File: config.mk
export PLATFORM = sky130hd
export DESIGN_NAME = irv_top
export DESIGN_NICKNAME = d
export VERILOG_FILES = /design/src/rtl/irv_prio_arb.v /design/src/rtl/irv_top.v
export VERILOG_INCLUDE_DIRS = /design/src /design/src/pkg
export SDC_FILE = /design/constraint.sdc
export NUM_CORES = 1
export LEC_CHECK = 0
export BUFFER_PORTS_ARGS = -buffer_cell sky130_fd_sc_hd__buf_2
export CORE_MARGIN = 5
export CORE_UTILIZATION = 52
export CTS_BUF_LIST = sky130_fd_sc_hd__clkbuf_4 sky130_fd_sc_hd__clkbuf_8
export CTS_CLUSTER_DIAMETER = 80
export DETAILED_ROUTE_END_ITERATION = 8
export PLACE_DENSITY_LB_ADDON = 0.05
export RECOVER_POWER = 100
export SYNTH_ARGS = -nofsm -noshare
export SYNTH_HDL_FRONTEND = slang
export SYNTH_SLANG_ARGS = --single-unit
File: constraint.sdc
create_clock -name clk_in -period 2.6 [get_ports clk_in]
set_input_delay 0.26 -clock clk_in [delete_from_list [all_inputs] [get_ports clk_in]]
set_output_delay 0.26 -clock clk_in [all_outputs]
set_load 0.05 [all_outputs]
File: src/pkg/irv_defs.vh
// constants shared by the interrupt and reset vectoring block
`ifndef IRV_DEFS_VH
`define IRV_DEFS_VH

// ==========================================================
// vector table
`define IRV_VEC_TOP        16'hFFFE
`define IRV_VEC_COUNT      32
`define IRV_VEC_W          5
`define IRV_V_RESET        5'h00
`define IRV_V_SWI          5'h01
`define IRV_V_LOWSUP       5'h03
`define IRV_V_TIMER_PWM_UNIT_ONE_CH0     5'h05
`define IRV_V_TIMER_PWM_UNIT_ONE_CH1     5'h06
`define IRV_V_TIMER_PWM_UNIT_ONE_OVF     5'h0B
`define IRV_V_TIMER_PWM_UNIT_TWO_CH0     5'h0C
`define IRV_V_TIMER_PWM_UNIT_TWO_CH1     5'h0D
`define IRV_V_TIMER_PWM_UNIT_TWO_OVF     5'h0E
`define IRV_V_SPI          5'h0F
`define IRV_V_SCI_ERR      5'h10
`define IRV_V_SCI_RX       5'h11
`define IRV_V_SCI_TX       5'h12
`define IRV_V_PORTA        5'h14
`define IRV_V_PORTB        5'h15
`define IRV_V_ADC          5'h17
`define IRV_V_IIC          5'h18
`define IRV_V_RTC          5'h19
`define IRV_V_MODULO_TIMER         5'h1A
`define IRV_V_ANALOG_COMPARE_UNIT         5'h1E

// ==========================================================
// cpu frame and pipeline
`define IRV_CCR_IBIT       3
`define IRV_CCR_RST        8'h08
`define IRV_FRAME_LAST     3'h4
`define IRV_FILL_LAST      3'h2
`define IRV_STEP_PCL       3'h0
`define IRV_STEP_PCH       3'h1
`define IRV_STEP_X         3'h2
`define IRV_STEP_A         3'h3
`define IRV_STEP_CCR       3'h4

// ==========================================================
// reset cause and debug force reset fields
`define IRV_CAUSE_BADADDR  3
`define IRV_CAUSE_LOWSUP   1
`define IRV_FRC_BIT        0
`define IRV_READ_ZERO      8'h00

`endif

File: src/rtl/irv_prio_arb.v
// fixed priority arbiter: lowest numbered pending request wins
`timescale 1ns/1ps

module irv_prio_arb #(
	parameter N = 32,
	parameter W = 5
) (
	// requests
	input  wire [N-1:0] req_in,
	// winner
	output reg          valid_out,
	output reg  [W-1:0] index_out
);

	integer i;

	// ==========================================================
	// scan downward so the lowest index is the last one kept
	always @* begin
		valid_out = 1'b0;
		index_out = {W{1'b0}};
		for (i = N - 1; i >= 0; i = i - 1) begin
			if (req_in[i]) begin
				valid_out = 1'b1;
				index_out = i[W-1:0];
			end
		end
	end

endmodule

File: src/rtl/irv_top.v
// interrupt and reset vectoring: stack frame sequencer, vector arbiter, reset cause and debug force reset
`timescale 1ns/1ps
`include "irv_defs.vh"

module irv_top (
	// clock and reset
	input  wire        clk_in,
	input  wire        rst_b_in,
	// cpu control
	input  wire        instr_boundary_in,
	input  wire        soft_irq_instr_in,
	input  wire        return_from_irq_instr_in,
	input  wire [15:0] cpu_pc_in,
	input  wire [7:0]  cpu_a_in,
	input  wire [7:0]  cpu_x_in,
	input  wire [7:0]  condition_code_reg_in,
	input  wire [15:0] stack_ptr_in,
	// memory port, read data valid in the cycle mem_re_out is high
	input  wire [7:0]  mem_rdata_in,
	// peripheral flags and enables
	input  wire        low_supply_warn_flag_in,
	input  wire        low_supply_warn_ie_in,
	input  wire [2:0]  timer_pwm_unit_one_flag_in,
	input  wire [2:0]  timer_pwm_unit_one_ie_in,
	input  wire [2:0]  timer_pwm_unit_two_flag_in,
	input  wire [2:0]  timer_pwm_unit_two_ie_in,
	input  wire        spi_xfer_done_flag_in,
	input  wire        spi_mode_fault_flag_in,
	input  wire        spi_main_ie_in,
	input  wire        spi_tx_empty_flag_in,
	input  wire        spi_tx_empty_ie_in,
	input  wire [3:0]  async_serial_unit_err_flag_in,
	input  wire [3:0]  async_serial_unit_err_ie_in,
	input  wire [3:0]  async_serial_unit_rx_flag_in,
	input  wire [3:0]  async_serial_unit_rx_ie_in,
	input  wire [1:0]  async_serial_unit_tx_flag_in,
	input  wire [1:0]  async_serial_unit_tx_ie_in,
	input  wire        porta_pin_irq_flag_in,
	input  wire        porta_pin_irq_ie_in,
	input  wire        portb_pin_irq_flag_in,
	input  wire        portb_pin_irq_ie_in,
	input  wire        conversion_done_flag_in,
	input  wire        conversion_done_ie_in,
	input  wire        iic_flag_in,
	input  wire        iic_ie_in,
	input  wire        rtc_flag_in,
	input  wire        rtc_ie_in,
	input  wire        modulo_timer_flag_in,
	input  wire        modulo_timer_ie_in,
	input  wire        analog_compare_unit_flag_in,
	input  wire        analog_compare_unit_ie_in,
	// reset sources
	input  wire [1:0]  watchdog_timeout_sel_in,
	input  wire        watchdog_counter_expired_in,
	input  wire        low_supply_trip_in,
	input  wire        low_supply_reset_en_in,
	input  wire        ext_reset_pin_b_in,
	input  wire        bad_addr_access_in,
	// force-reset register access
	input  wire        debug_force_reset_user_wr_in,
	input  wire        debug_force_reset_bdm_wr_in,
	input  wire [7:0]  debug_force_reset_wdata_in,
	// memory port
	output reg  [15:0] mem_addr_out,
	output reg  [7:0]  mem_wdata_out,
	output reg         mem_we_out,
	output reg         mem_re_out,
	// cpu results
	output reg  [15:0] cpu_pc_out,
	output reg  [7:0]  cpu_a_out,
	output reg  [7:0]  cpu_x_out,
	output reg  [7:0]  condition_code_reg_out,
	output reg  [15:0] stack_ptr_out,
	output reg  [23:0] fetch_queue_out,
	output reg         seq_done_out,
	output reg         seq_busy_out,
	// arbiter view
	output reg         irq_pending_out,
	output reg  [4:0]  irq_vector_out,
	// reset control and registers
	output reg         mcu_reset_out,
	output reg  [7:0]  reset_cause_out,
	output reg  [7:0]  debug_force_reset_out
);

	localparam ST_IDLE = 3'h0;
	localparam ST_PUSH = 3'h1;
	localparam ST_VEC  = 3'h2;
	localparam ST_FILL = 3'h3;
	localparam ST_POP  = 3'h4;

	reg  [2:0]  state;
	reg  [2:0]  step;
	reg  [31:0] req_vec;
	reg         pin_meta;
	reg         pin_sync;
	wire        arb_valid;
	wire [4:0]  arb_index;
	wire        mask_set;
	wire        bdm_force;
	wire        lowsup_reset;
	wire        wdog_reset;
	wire        reset_event;
	wire        entry_take;

	// ==========================================================
	// helpers

	// vector n sits two bytes below vector n-1, counting down from the top
	function [15:0] vec_addr;
		input [4:0] num;
		begin
			vec_addr = `IRV_VEC_TOP - {10'h000, num, 1'b0};
		end
	endfunction

	// byte pushed at a given step of the frame
	function [7:0] frame_byte;
		input [2:0]  stp;
		input [15:0] pc;
		input [7:0]  xr;
		input [7:0]  ar;
		input [7:0]  cc;
		begin
			case (stp)
				`IRV_STEP_PCL: frame_byte = pc[7:0];
				`IRV_STEP_PCH: frame_byte = pc[15:8];
				`IRV_STEP_X:   frame_byte = xr;
				`IRV_STEP_A:   frame_byte = ar;
				default:       frame_byte = cc;
			endcase
		end
	endfunction

	// ==========================================================
	// request map; slots not named here stay zero
	always @* begin
		req_vec = 32'h00000000;
		req_vec[`IRV_V_LOWSUP]   = low_supply_warn_flag_in & low_supply_warn_ie_in;
		req_vec[`IRV_V_TIMER_PWM_UNIT_ONE_CH0] = timer_pwm_unit_one_flag_in[0] & timer_pwm_unit_one_ie_in[0];
		req_vec[`IRV_V_TIMER_PWM_UNIT_ONE_CH1] = timer_pwm_unit_one_flag_in[1] & timer_pwm_unit_one_ie_in[1];
		req_vec[`IRV_V_TIMER_PWM_UNIT_ONE_OVF] = timer_pwm_unit_one_flag_in[2] & timer_pwm_unit_one_ie_in[2];
		req_vec[`IRV_V_TIMER_PWM_UNIT_TWO_CH0] = timer_pwm_unit_two_flag_in[0] & timer_pwm_unit_two_ie_in[0];
		req_vec[`IRV_V_TIMER_PWM_UNIT_TWO_CH1] = timer_pwm_unit_two_flag_in[1] & timer_pwm_unit_two_ie_in[1];
		req_vec[`IRV_V_TIMER_PWM_UNIT_TWO_OVF] = timer_pwm_unit_two_flag_in[2] & timer_pwm_unit_two_ie_in[2];
		req_vec[`IRV_V_SPI]      = ((spi_xfer_done_flag_in | spi_mode_fault_flag_in) & spi_main_ie_in)
		                         | (spi_tx_empty_flag_in & spi_tx_empty_ie_in);
		req_vec[`IRV_V_SCI_ERR]  = |(async_serial_unit_err_flag_in & async_serial_unit_err_ie_in);
		req_vec[`IRV_V_SCI_RX]   = |(async_serial_unit_rx_flag_in & async_serial_unit_rx_ie_in);
		req_vec[`IRV_V_SCI_TX]   = |(async_serial_unit_tx_flag_in & async_serial_unit_tx_ie_in);
		req_vec[`IRV_V_PORTA]    = porta_pin_irq_flag_in & porta_pin_irq_ie_in;
		req_vec[`IRV_V_PORTB]    = portb_pin_irq_flag_in & portb_pin_irq_ie_in;
		req_vec[`IRV_V_ADC]      = conversion_done_flag_in & conversion_done_ie_in;
		req_vec[`IRV_V_IIC]      = iic_flag_in & iic_ie_in;
		req_vec[`IRV_V_RTC]      = rtc_flag_in & rtc_ie_in;
		req_vec[`IRV_V_MODULO_TIMER]     = modulo_timer_flag_in & modulo_timer_ie_in;
		req_vec[`IRV_V_ANALOG_COMPARE_UNIT]     = analog_compare_unit_flag_in & analog_compare_unit_ie_in;
	end

	// lowest numbered pending request wins
	irv_prio_arb #(
		.N (`IRV_VEC_COUNT),
		.W (`IRV_VEC_W)
	) u_arb (
		.req_in    (req_vec),
		.valid_out (arb_valid),
		.index_out (arb_index)
	);

	// ==========================================================
	// reset sources, all vectored through slot 0
	assign mask_set     = condition_code_reg_in[`IRV_CCR_IBIT];
	assign bdm_force    = debug_force_reset_bdm_wr_in & debug_force_reset_wdata_in[`IRV_FRC_BIT];
	assign lowsup_reset = low_supply_trip_in & low_supply_reset_en_in;
	assign wdog_reset   = watchdog_counter_expired_in & (|watchdog_timeout_sel_in);
	assign reset_event  = wdog_reset | lowsup_reset | ~pin_sync | bad_addr_access_in | bdm_force;

	// external reset pin comes from outside the clock domain
	always @(posedge clk_in) begin
		if (!rst_b_in) begin
			pin_meta <= 1'b1;
			pin_sync <= 1'b1;
		end else begin
			pin_meta <= ext_reset_pin_b_in;
			pin_sync <= pin_meta;
		end
	end

	// ==========================================================
	// reset cause and force-reset register; rst_b_in acts as power-on
	always @(posedge clk_in) begin
		if (!rst_b_in) begin
			reset_cause_out       <= `IRV_READ_ZERO;
			reset_cause_out[`IRV_CAUSE_LOWSUP] <= 1'b1;
			debug_force_reset_out <= `IRV_READ_ZERO;
			mcu_reset_out         <= 1'b0;
		end else begin
			mcu_reset_out         <= reset_event;
			debug_force_reset_out <= `IRV_READ_ZERO;
			// user writes never reach the force bit, only the background path does
			if (reset_event) begin
				reset_cause_out <= `IRV_READ_ZERO;
				reset_cause_out[`IRV_CAUSE_BADADDR] <= bad_addr_access_in;
				reset_cause_out[`IRV_CAUSE_LOWSUP]  <= lowsup_reset;
			end
		end
	end

	// ==========================================================
	// arbiter view for the cpu: only unmasked requests count
	// the vector is frozen while a sequence runs so the fetch uses the one taken
	assign entry_take = (state == ST_IDLE) & ~reset_event
	                  & (soft_irq_instr_in | (instr_boundary_in & arb_valid & ~mask_set));

	always @(posedge clk_in) begin
		if (!rst_b_in) begin
			irq_pending_out <= 1'b0;
			irq_vector_out  <= `IRV_V_RESET;
		end else begin
			irq_pending_out <= arb_valid & ~mask_set;
			if (entry_take) begin
				irq_vector_out <= soft_irq_instr_in ? `IRV_V_SWI : arb_index;
			end else if (!seq_busy_out) begin
				irq_vector_out <= arb_index;
			end
		end
	end

	// ==========================================================
	// frame sequencer: one memory byte per cycle, reset preempts everything
	always @(posedge clk_in) begin
		if (!rst_b_in) begin
			state                  <= ST_IDLE;
			step                   <= 3'h0;
			mem_addr_out           <= 16'h0000;
			mem_wdata_out          <= 8'h00;
			mem_we_out             <= 1'b0;
			mem_re_out             <= 1'b0;
			cpu_pc_out             <= 16'h0000;
			cpu_a_out              <= 8'h00;
			cpu_x_out              <= 8'h00;
			condition_code_reg_out <= `IRV_CCR_RST;
			stack_ptr_out          <= 16'h0000;
			fetch_queue_out        <= 24'h000000;
			seq_done_out           <= 1'b0;
			seq_busy_out           <= 1'b0;
		end else begin
			seq_done_out <= 1'b0;
			if (reset_event) begin
				// no frame on reset: mask interrupts and fetch vector 0 directly
				state        <= ST_VEC;
				step         <= 3'h0;
				mem_we_out   <= 1'b0;
				mem_re_out   <= 1'b1;
				mem_addr_out <= vec_addr(`IRV_V_RESET);
				condition_code_reg_out <= `IRV_CCR_RST;
				seq_busy_out <= 1'b1;
			end else begin
				case (state)
					ST_IDLE: begin
						if (soft_irq_instr_in || (instr_boundary_in && arb_valid && !mask_set)) begin
							// latch the resume address the cpu hands over
							cpu_pc_out             <= cpu_pc_in;
							cpu_a_out              <= cpu_a_in;
							cpu_x_out              <= cpu_x_in;
							condition_code_reg_out <= condition_code_reg_in;
							mem_addr_out           <= stack_ptr_in;
							mem_wdata_out          <= cpu_pc_in[7:0];
							mem_we_out             <= 1'b1;
							step                   <= `IRV_STEP_PCL;
							state                  <= ST_PUSH;
							seq_busy_out           <= 1'b1;
						end else if (return_from_irq_instr_in) begin
							mem_addr_out <= stack_ptr_in + 16'h0001;
							mem_re_out   <= 1'b1;
							step         <= `IRV_STEP_CCR;
							state        <= ST_POP;
							seq_busy_out <= 1'b1;
						end
					end
					ST_PUSH: begin
						if (step == `IRV_FRAME_LAST) begin
							mem_we_out    <= 1'b0;
							stack_ptr_out <= mem_addr_out - 16'h0001;
							condition_code_reg_out[`IRV_CCR_IBIT] <= 1'b1;
							mem_re_out    <= 1'b1;
							mem_addr_out  <= vec_addr(irq_vector_out);
							step          <= 3'h0;
							state         <= ST_VEC;
						end else begin
							mem_addr_out  <= mem_addr_out - 16'h0001;
							mem_wdata_out <= frame_byte(step + 3'h1, cpu_pc_out, cpu_x_out, cpu_a_out,
							                            condition_code_reg_out);
							step          <= step + 3'h1;
						end
					end
					ST_VEC: begin
						// high byte sits at the lower address
						if (step == 3'h0) begin
							cpu_pc_out[15:8] <= mem_rdata_in;
							mem_addr_out     <= mem_addr_out + 16'h0001;
							step             <= 3'h1;
						end else begin
							cpu_pc_out[7:0] <= mem_rdata_in;
							mem_addr_out    <= {cpu_pc_out[15:8], mem_rdata_in};
							step            <= 3'h0;
							state           <= ST_FILL;
						end
					end
					ST_POP: begin
						// pop order runs opposite to push order
						case (step)
							`IRV_STEP_CCR: condition_code_reg_out <= mem_rdata_in;
							`IRV_STEP_A:   cpu_a_out <= mem_rdata_in;
							`IRV_STEP_X:   cpu_x_out <= mem_rdata_in;
							`IRV_STEP_PCH: cpu_pc_out[15:8] <= mem_rdata_in;
							default:       cpu_pc_out[7:0] <= mem_rdata_in;
						endcase
						if (step == `IRV_STEP_PCL) begin
							stack_ptr_out <= mem_addr_out;
							mem_addr_out  <= {cpu_pc_out[15:8], mem_rdata_in};
							state         <= ST_FILL;
						end else begin
							mem_addr_out <= mem_addr_out + 16'h0001;
							step         <= step - 3'h1;
						end
					end
					ST_FILL: begin
						// three bytes into the queue, oldest in the top byte
						fetch_queue_out <= {fetch_queue_out[15:0], mem_rdata_in};
						if (step == `IRV_FILL_LAST) begin
							mem_re_out   <= 1'b0;
							seq_done_out <= 1'b1;
							seq_busy_out <= 1'b0;
							step         <= 3'h0;
							state        <= ST_IDLE;
						end else begin
							mem_addr_out <= mem_addr_out + 16'h0001;
							step         <= step + 3'h1;
						end
					end
					default: begin
						state        <= ST_IDLE;
						mem_we_out   <= 1'b0;
						mem_re_out   <= 1'b0;
						seq_busy_out <= 1'b0;
					end
				endcase
			end
		end
	end

endmodule

After elaboration in Yosys (flattened, before gate mapping):

Index checks and enable logic that the tools add are counted.
Widths: inputs -> output; s select.

* add/subtract/negate cells: 6
* equal/unequal tests: 37
* mux-type cells: 98
* bitwise logic cells: 40
* reduce and logical (&&, ||, !) cells: 41

Operators by type and width (count)
* $mux 16: 10
* $mux 5: 21
* $mux 8: 12
* $pmux 16 s5: 1
* $pmux 16 s3: 1
* $pmux 8 s2: 3
* $add 16x1->16 const B: 2
* $pmux 16 s2: 1
* $pmux 8 s4: 1
* $mux 3: 10
* $pmux 3 s5: 2
* $mux 1: 29
* $reduce_and 5->1: 5
* $and 1x1->1: 24
* $ne 2x2->1 const B: 11
* $ne 3x3->1 const B: 7
* $reduce_and 4->1: 5
* $eq 3x2->1 const B: 6
* $reduce_and 3->1: 6
* $sub 16x1->16 const B: 1
* $ne 2x1->1 const B: 6
* $reduce_or 4->1: 3
* $eq 3x1->1 const B: 3
* $logic_not 3->1: 3
* 25 further kinds: 49

* bits in registers: 125
* input bits: 139

Longest topological paths before layout:

Gate-level depths: netlist of run 1.

* depth in word-level cells: 25
* depth in mapped cells: 10
* gate-level depth less buffers: 9

Cells and area by module:

Synthesis of run 1 repeated with hierarchy kept, for this count alone.

* cells, all modules: 1000
* area, all modules: 7736.2 um^2

Modules (own cells, without submodules)
* irv_top: instances 1, cells an instance 935, area an instance 7365.8 um^2, sequential area each 2502.4 um^2
* irv_prio_arb: instances 1, cells an instance 65, area an instance 370.4 um^2, sequential area each 0.0 um^2

Worst setup path before layout of run 1:

Ideal clock, no wire load.

* kind: register to register
* start point: register mem_addr_out[0]
* end point: register mem_addr_out[10]
* setup time: 0.136 ns
* arrival time: 2.395 ns
* setup slack: 0.068 ns
* cell stages (with the launch flop): 10
* buffers on the path: 1
* cells stage by stage: dfxtp_1 -> clkbuf_1 -> inv_1 -> ha_1 -> nor3b_1 -> nand3_1 -> or3_1 -> xnor2_1 -> a221oi_1 -> a41oi_1

* longest elaborated chain between the ends: 4
* elaborated cells on any way between the ends: 8

RTL lines
* start, declared: line irv_top.v:64 `output reg [15:0] mem_addr_out,`
* start signal, assigned: line irv_top.v:255 `` mem_addr_out <= vec_addr(`IRV_V_RESET); ``
* start signal, assigned: line irv_top.v:267 `mem_addr_out <= stack_ptr_in;`
* start signal, assigned: line irv_top.v:274 `mem_addr_out <= stack_ptr_in + 16'h0001;`
* $add 16x1->16 / $sub 16x1->16 (equally long branches)
* $mux 16 (on tied branches)
* $pmux 16 s5 *: line irv_top.v:259 `case (state)`
* $mux 16 *: line irv_top.v:249 `if (reset_event) begin`

Every way passes the cells marked *; elsewhere a longest branch is shown, timed or not. The select of a mux whose other input is x is not followed.
A chain may end at the register's enable or synchronous reset.

Worst setup path after layout of run 1:

* start point: register step[0]
* end point: register mem_addr_out[5]

* longest elaborated chain between the ends: 4
* elaborated cells on any way between the ends: 10

RTL lines
* start, declared: line irv_top.v:93 `reg [2:0] step;`
* start signal, assigned: line irv_top.v:270 `` step <= `IRV_STEP_PCL; ``
* start signal, assigned: line irv_top.v:276 `` step <= `IRV_STEP_CCR; ``
* start signal, assigned: line irv_top.v:294 `step <= step + 3'h1;`
* $eq 3x3->1 / $logic_not 3->1 (equally long branches)
* $mux 16 (on tied branches): line irv_top.v:282, irv_top.v:299, irv_top.v:319
* $pmux 16 s5: line irv_top.v:259
* $mux 16: line irv_top.v:249
* end signal, assigned: line irv_top.v:255
* end signal, assigned: line irv_top.v:267
* end signal, assigned: line irv_top.v:287 `mem_addr_out <= vec_addr(irq_vector_out);`

Parallel ways exist; a longest one is shown, timed or not.

==> results of run 1 <==
-- worst max-delay path, delay by kind of cell (launching register included) --
family	cells	cell delay (ns)
AO/OA/AOI/OAI	3	0.72
adder cells (fa/ha/maj)	1	0.26
buffers and inverters	2	0.47
flip-flops	1	0.33
AND/OR/NAND/NOR	4	0.55
-- timing repair --
| item | 4_1_cts | 5_1_grt |
|---|---|---|
| hold buffers | 2 | 0 |
| buffers inserted | 0 | 0 |
| endpoints found under the setup margin | 0 | 17 |
| gates resized for setup | 0 | 3 |
| hold endpoints to repair | 2 | 0 |
-- cell usage in the layout, fill, tap and decap left out, types with 5 or more instances in the layout --
cell type / count
a311oi_1: 10
nor2_1: 92
a221oi_1: 9
buf_4: 47
buf_2: 130
o31a_1: 9
xor2_1: 23
nand3_1: 28
mux2i_1: 19
xnor2_1: 14
o21ai_0: 24
a22o_1: 6
ha_1: 11
o21ai_1: 5
conb_1: 14
and3_1: 15
dfxtp_1: 125
a21oi_1: 90
a41oi_1: 10
nand2_1: 129
o31ai_1: 14
a221o_1: 9
nand4_1: 10
o211ai_1: 19
or3_1: 7
clkbuf_8: 19
nor2b_1: 9
and2_1: 6
a31oi_1: 8
inv_1: 12
a22oi_1: 26
or4_1: 9
clkbuf_1: 122
nand2b_1: 18
a211oi_1: 47
nor3_1: 22
nor4_1: 6
-- power by group --
| part | internal, mW | switching, mW |
|---|---|---|
| Combinational | 0.377 | 0.796 |
| Clock | 1.02 | 0.849 |
| Sequential | 1.98 | 0.0854 |
-- layer usage --
| layer | GRT usage | wire, µm | vias to the layer above |
|---|---|---|---|
| met5 | 0 | 0 | - |
| met4 | 0.110 | 881 | 0 |
| met3 | 0.0882 | 2630 | 67 |
| met2 | 0.465 | 12600 | 437 |
| met1 | 0.404 | 11500 | 4058 |
| li1 | - | - | 4152 |
-- kinds of logic after synthesis --
| family | synth area share |
|---|---|
| AND/OR/NAND/NOR | 0.225 |
| AO/OA/AOI/OAI | 0.304 |
| flip-flops | 0.324 |
| buffers and inverters | 0.0622 |
| XOR/XNOR | 0.0419 |
| multiplexers | 0.0246 |
| adder cells (fa/ha/maj) | 0.0178 |
| other | 0.000485 |
-- area by class of cell --
class | count | area, µm² | share of cell area
clock inverters | 12 | 160 | 0.0167
well taps | 184 | 230 | 0.0241
inverters | 13 | 48.8 | 0.00510
flip-flops and latches | 125 | 2500 | 0.262
multi-input cells | 776 | 4770 | 0.499
repair buffers | 309 | 1580 | 0.165
clock buffers | 20 | 269 | 0.0281
-- through the flow --
step / TNS, ns / setup slack, ns / cells / util
4_1_cts: 0 / 0.129 / 1439 / 0.673
3_5_place_dp: -0.00227 / -0.00227 / 1405 / 0.642
3_3_place_gp: 0 / 0.0662 / 1405 / 0.642
2_1_floorplan: 0 / 0.0684 / 1009 / -
6_report: 0 / 0.164 / 1439 / 0.658
5_1_grt: 0 / 0.0273 / 1439 / 0.658
-- flip-flops by register name (all words and copies together) (netlist names), 2 cells and up --
| register | flops |
|---|---|
| condition_code_reg_out | 8 |
| cpu_a_out | 8 |
| cpu_pc_out | 16 |
| cpu_x_out | 8 |
| fetch_queue_out | 24 |
| irq_vector_out | 5 |
| mem_addr_out | 16 |
| mem_wdata_out | 8 |
| reset_cause_out | 2 |
| stack_ptr_out | 16 |
| state | 3 |
| step | 3 |
-- Yosys cell counts, types with 8 or more instances --
| cell type | n | share of area |
|---|---|---|
| xnor2_1 | 14 | 0.016 |
| nor3_1 | 23 | 0.015 |
| a221oi_1 | 9 | 0.010 |
| a221o_1 | 9 | 0.012 |
| inv_1 | 12 | 0.0058 |
| a211oi_1 | 42 | 0.041 |
| a31oi_1 | 8 | 0.0065 |
| and3_1 | 15 | 0.012 |
| nand2b_1 | 18 | 0.015 |
| nand3_1 | 28 | 0.018 |
| nand4_1 | 10 | 0.0081 |
| nor2_1 | 92 | 0.045 |
| a22oi_1 | 26 | 0.025 |
| xor2_1 | 23 | 0.026 |
| a311oi_1 | 10 | 0.011 |
| dfxtp_1 | 125 | 0.32 |
| nand2_1 | 129 | 0.063 |
| o31ai_1 | 15 | 0.015 |
| a41oi_1 | 10 | 0.011 |
| o21ai_0 | 24 | 0.016 |
| a21oi_1 | 92 | 0.060 |
| mux2i_1 | 19 | 0.025 |
| buf_1 | 8 | 0.0039 |
| nor2b_1 | 9 | 0.0073 |
| clkbuf_1 | 65 | 0.032 |
| or4_1 | 9 | 0.0087 |
| a211oi_2 | 8 | 0.013 |
| ha_1 | 11 | 0.018 |
| buf_4 | 14 | 0.014 |
| o31a_1 | 9 | 0.010 |
| o211ai_1 | 19 | 0.018 |
-- path summary, 6_finish.rpt --
check,startpoint,depth (start not counted),slack [ns],to
worst max-delay path,step[0],10,0.16,mem_addr_out[5]
worst min-delay path,bad_addr_access_in,3,0.03,reset_cause_out[3]
worst max register to register,step[0],10,0.16,mem_addr_out[5]
worst min register to register,pin_meta,1,0.41,pin_sync
==> metrics.txt, run 1 <==
crit-path cells inv_1 -> ha_1 -> nor2b_1 -> nand2_1 -> nand2b_1 -> a22oi_1 -> o31a_1 -> clkbuf_2 -> nand4_1 -> o21a_1; CTS tree done; slew margin rel. 0.518; largest net degree at the start of global routing 89; H-tree lvl count 4; DR DRC count 0; clk sink count 125; RSZ-0062 raised after global routing false; Synth Register Bits ~130; detailed placer's ending HPWL approximately 21000 µm; max-cap check violation count 0; total track usage 0.303; antenna fix cells 0; Post-DRT Antenna Nets 0; clock buffer depth 2; total power approximately 5 mW; placed cell area around 9300 µm²; Leak Pwr roughly 3.7 nW; vias in the first global route 8159; FP Rows 44; Post-Syn Area per Cell slightly below 8 µm²; CP max stage delay ~0.37 ns; final worst path period need 2.44 ns; Worst Setup End Kind register; worst-margin pin slew approximately 0.72 ns; critical path type reg2reg; DR vias/cell between 6 and 7; Total Nets Final between 1k and 1.5k; DR WL/cell 19.2 µm; crit share post-route 0.937; CP max FO 17; Worst Setup Start Kind register; Hold/Removal Path Class in2reg; Synthesis Warnings 0; Vert. Die Dim 132 µm; placer's final routability congestion estimate a little over 0.9; initial antenna violation count 0; Setup-failing EPs final 0; CTS Buf Count 17; core area ~15000 µm²; Via Count 8714; DRT Pass-1 Iters 6; status completed; # IOs 270; Clk Latency, worst-skew pair between 0.4 and 0.5 ns; slowest cell on the critical path clkbuf_2; layout cells sized above 1 0.190; Port Buffers around 250; Worst Path Arrival around 2.8 ns; Die X approximately 130 µm; fraction of registers with async set/reset 0; fillers about 1.4k; highest clock rate 0.411 GHz; die area about 17000 µm²; Seq/Total Area, Yosys 0.324; CTS root buffer clkbuf_8; max-slew violations 0; WHS 0.0318 ns; final hold vios 0; first-pass GRT wire length 43400 µm; Clock Skews 0.0121 ns; Starting Density 0.532; clock-pin slew of the registers on the worst-case setup and hold paths 0.08 ns; Main synth FF type dfxtp_1; Finished Cell Area approximately 9600 µm²; Syn Inst Count roughly 1000; Netlist Area Pre-Place slightly below 8000 µm²; Post-synth EDFFs 0; Data required, critical path roughly 3 ns; grt total ovfl 0; final WL around 28000 µm; P per Cell Area between 500 and 600 nW/µm²; Max VDD drop 0.444 mV; area delta synth->final 23.7%; 1st-iter DRT viols 894; library cells used by synthesis slightly above 70
Note: power is estimated with default switching activity, not from simulation.
==> inputs of run 2 (changes only) <==
- SLEW_MARGIN: default -> 20
- SYNTH_HIERARCHICAL: default -> 1
==> metrics.txt, run 2 <==
1st-iter DRT viols 804 (-10%); Synth Register Bits 125 (unchanged); clk sink count 125 (unchanged); Die X 132 µm (about the same); DR WL/cell 17.2 µm (-10%); detailed placer's ending HPWL 20000 µm (-4.2%); Syn Inst Count 1000 (+0.40%); Data required, critical path 2.96 ns (about the same); total track usage 0.287 (-0.0159); post-synth top area share 0.323 (about the same); Setup-failing EPs final 0 (unchanged); Area contributors post-synth dfxtp_1, a21oi_1, nand2_1; library cells used by synthesis 77 (+8.5%); R2R setup slack 0.17 ns (about the same); Leak Pwr 4.02 nW (+10%); Core Util, Final 0.688 (+0.0298); DR DRC count 0 (unchanged); Finished Cell Area 10000 µm² (+4.9%); DRT Pass-1 Iters 8 (+2); grt total ovfl 0 (unchanged); CTS root buffer clkbuf_8; Seq pwr share 0.420 (+0.015); fin worst setup slack 0.171 ns (+0.00728 ns); most common cell in the netlist dfxtp_1; Total Nets Final 1478 (+6.2%); slowest cell on the critical path or4b_1; worst-margin pin slew 1.02 ns (+0.304 ns); vias in the first global route 7966 (-2.4%); Int Pwr 3.18 mW (-5.8%); first-pass GRT wire length 41300 µm (-4.9%); Worst Path Arrival 2.79 ns (about the same); Synthesis Warnings 6 (+6); Post-DRT Antenna Nets 0 (unchanged); dominant cell type by area after synthesis dfxtp_1; Clock Skews 0.0100 ns (-0.00207 ns); Post-synth EDFFs 0 (unchanged); RSZ-0062 raised after global routing false; area of the multi-input gates 5020 µm² (+5.3%); Sequential cell area 2500 µm² (unchanged); placed cell area 9810 µm² (+5.2%); final hold vios 0 (unchanged); crit share post-route 0.934 (-0.00280); highest clock rate 0.412 GHz (+0.30%); # IOs 270 (unchanged); Placement Setup Slack -0.266 ns (-0.264 ns); Post-Syn Area per Cell 7.74 µm² (-0.32%); total power 4.90 mW (-4.0%); Main synth FF type dfxtp_1; die area 17400 µm² (about the same); initial antenna violation count 1 (+1); Post-CTS Setup Repair Bufs 0 (unchanged); max-slew violations 0 (unchanged); crit-path cells inv_1 -> ha_1 -> or4b_1 -> or2_4 -> nor3_2 -> o22ai_1 -> a311o_1 -> o211a_1; clock buffer depth 2 (unchanged); core area 14600 µm² (+0.38%); status completed; Sw Ratio 0.351 (+0.0122); max FFs per register 24 (unchanged); CP max FO 6 (-11); Port Buffers 247 (unchanged); Worst Setup Start Kind register; critical path type reg2reg; Vert. Die Dim 132 µm (about the same); most frequent cells in the layout buf_2, dfxtp_1, clkbuf_1; clock power share 0.348 (-0.018); placer's final routability congestion estimate 0.934 (+0.42%); fraction of registers with async set/reset 0 (unchanged); Hold/Removal Path Class in2reg; largest net degree at the start of global routing 67 (-25%); Seq/Total Area, Yosys 0.323 (about the same); layout cells sized above 1 0.219 (+0.0296); Via Count 8751 (+0.42%); area delta synth->final 29.7%; slew margin rel. 0.319 (-0.199); top cells by count, synth dfxtp_1, nand2_1, nor2_1; Crit path buffers/inverters 1 (-1); CTS Buf Count 17 (unchanged); Netlist Area Pre-Place 7740 µm² (about the same); commonest non-fill, non-tap cell in the layout buf_2; fillers 1367 (-2.0%); most flop-heavy register fetch_queue_out; Starting Density 0.530 (-0.00158); CP max stage delay 0.56 ns (+0.19 ns); Clk Latency, worst-skew pair 0.46 ns (about the same); clock-pin slew of the registers on the worst-case setup and hold paths 0.08 ns (about the same); Gate power share 0.231 (about the same); final WL 26300 µm (-4.9%); Switch Pwr 1.72 mW (-0.58%); CP delay by family, top simple AND/OR/NAND/NOR gates; Worst Setup End Kind register; DR vias/cell 5.73 (-5.3%); CTS tree done; max-cap check violation count 0 (unchanged); P per Cell Area 489 nW/µm² (-8.5%); FP Rows 44 (unchanged); Max VDD drop 0.361 mV (-19%); final worst path period need 2.43 ns (-0.00728 ns); H-tree lvl count 4 (unchanged)
[run 2: cell count changes in the layout (fill, tap and decap cells not counted), moves of 12 or more]
| cell | delta |
|---|---|
| and2_1 | +17 |
| and3_1 | -12 |
| buf_4 | +28 |
| conb_1 | +47 |
| nand2_1 | -21 |
| xnor2_1 | +12 |
[run 2: layer usage]
layer,vias to the layer above,share of wire,global-route usage
met5,-,0,0
met4,0,0.032,0.119
met3,69,0.097,0.0626
met2,454,0.46,0.447
met1,4002,0.41,0.384
li1,4226,-,-
[run 2: final cells by class]
type	instances	share of cell area
multi-input cells	824	0.501
flip-flops and latches	125	0.249
repair buffers	343	0.182
clock buffers	18	0.0241
well taps	184	0.0229
clock inverters	14	0.0147
inverters	17	0.00636
diodes	1	0.000249
[run 2: worst paths after layout]
path                            start                to  cells past startpoint
min reg2reg                  pin_meta          pin_sync                      1
max                   mem_addr_out[0]  mem_addr_out[12]                      8
max reg2reg           mem_addr_out[0]  mem_addr_out[12]                      8
min          condition_code_reg_in[3]   irq_pending_out                      2
[run 2: cell families (layout without fill, tap and decap cells)]
group           Yosys count  in the layout  synth area share
simple gates            378            378             0.242
xor+xnor                 43             43            0.0487
other cells               1             62          0.000485
compound gates          297            297             0.257
fa+ha+maj                11             11            0.0178
flops                   125            125             0.323
mux                      34             34            0.0454
buf+inv                 111            392            0.0652
[run 2: timing repair]
item | 4_1_cts | 5_1_grt
setup endpoints to repair | 0 | 17
hold buffers | 1 | 0
hold endpoints to repair | 1 | 0
resized for setup | 0 | 4
[run 2: power groups by stage]
stage                     combinational, mW  clock (mW)  sequential [mW]
final                                  1.13        1.71             2.06
after global routing                   1.23        1.81             2.07
after CTS                              1.15        1.72             2.06
after detailed placement               1.14           0             2.10
after global placement                 1.13           0             2.10
after floorplan                       0.599           0             2.26
[run 2: stage by stage]
step / instances / setup TNS (ns) / hold WS (ns)
2_1_floorplan: 1060 / -0.174 / 0.336
3_3_place_gp: 1492 / -8.48 / 0.391
3_5_place_dp: 1492 / -10.88 / 0.397
4_1_cts: 1525 / 0 / 0.0359
5_1_grt: 1526 / 0 / 0.0522
6_report: 1526 / 0 / 0.0516
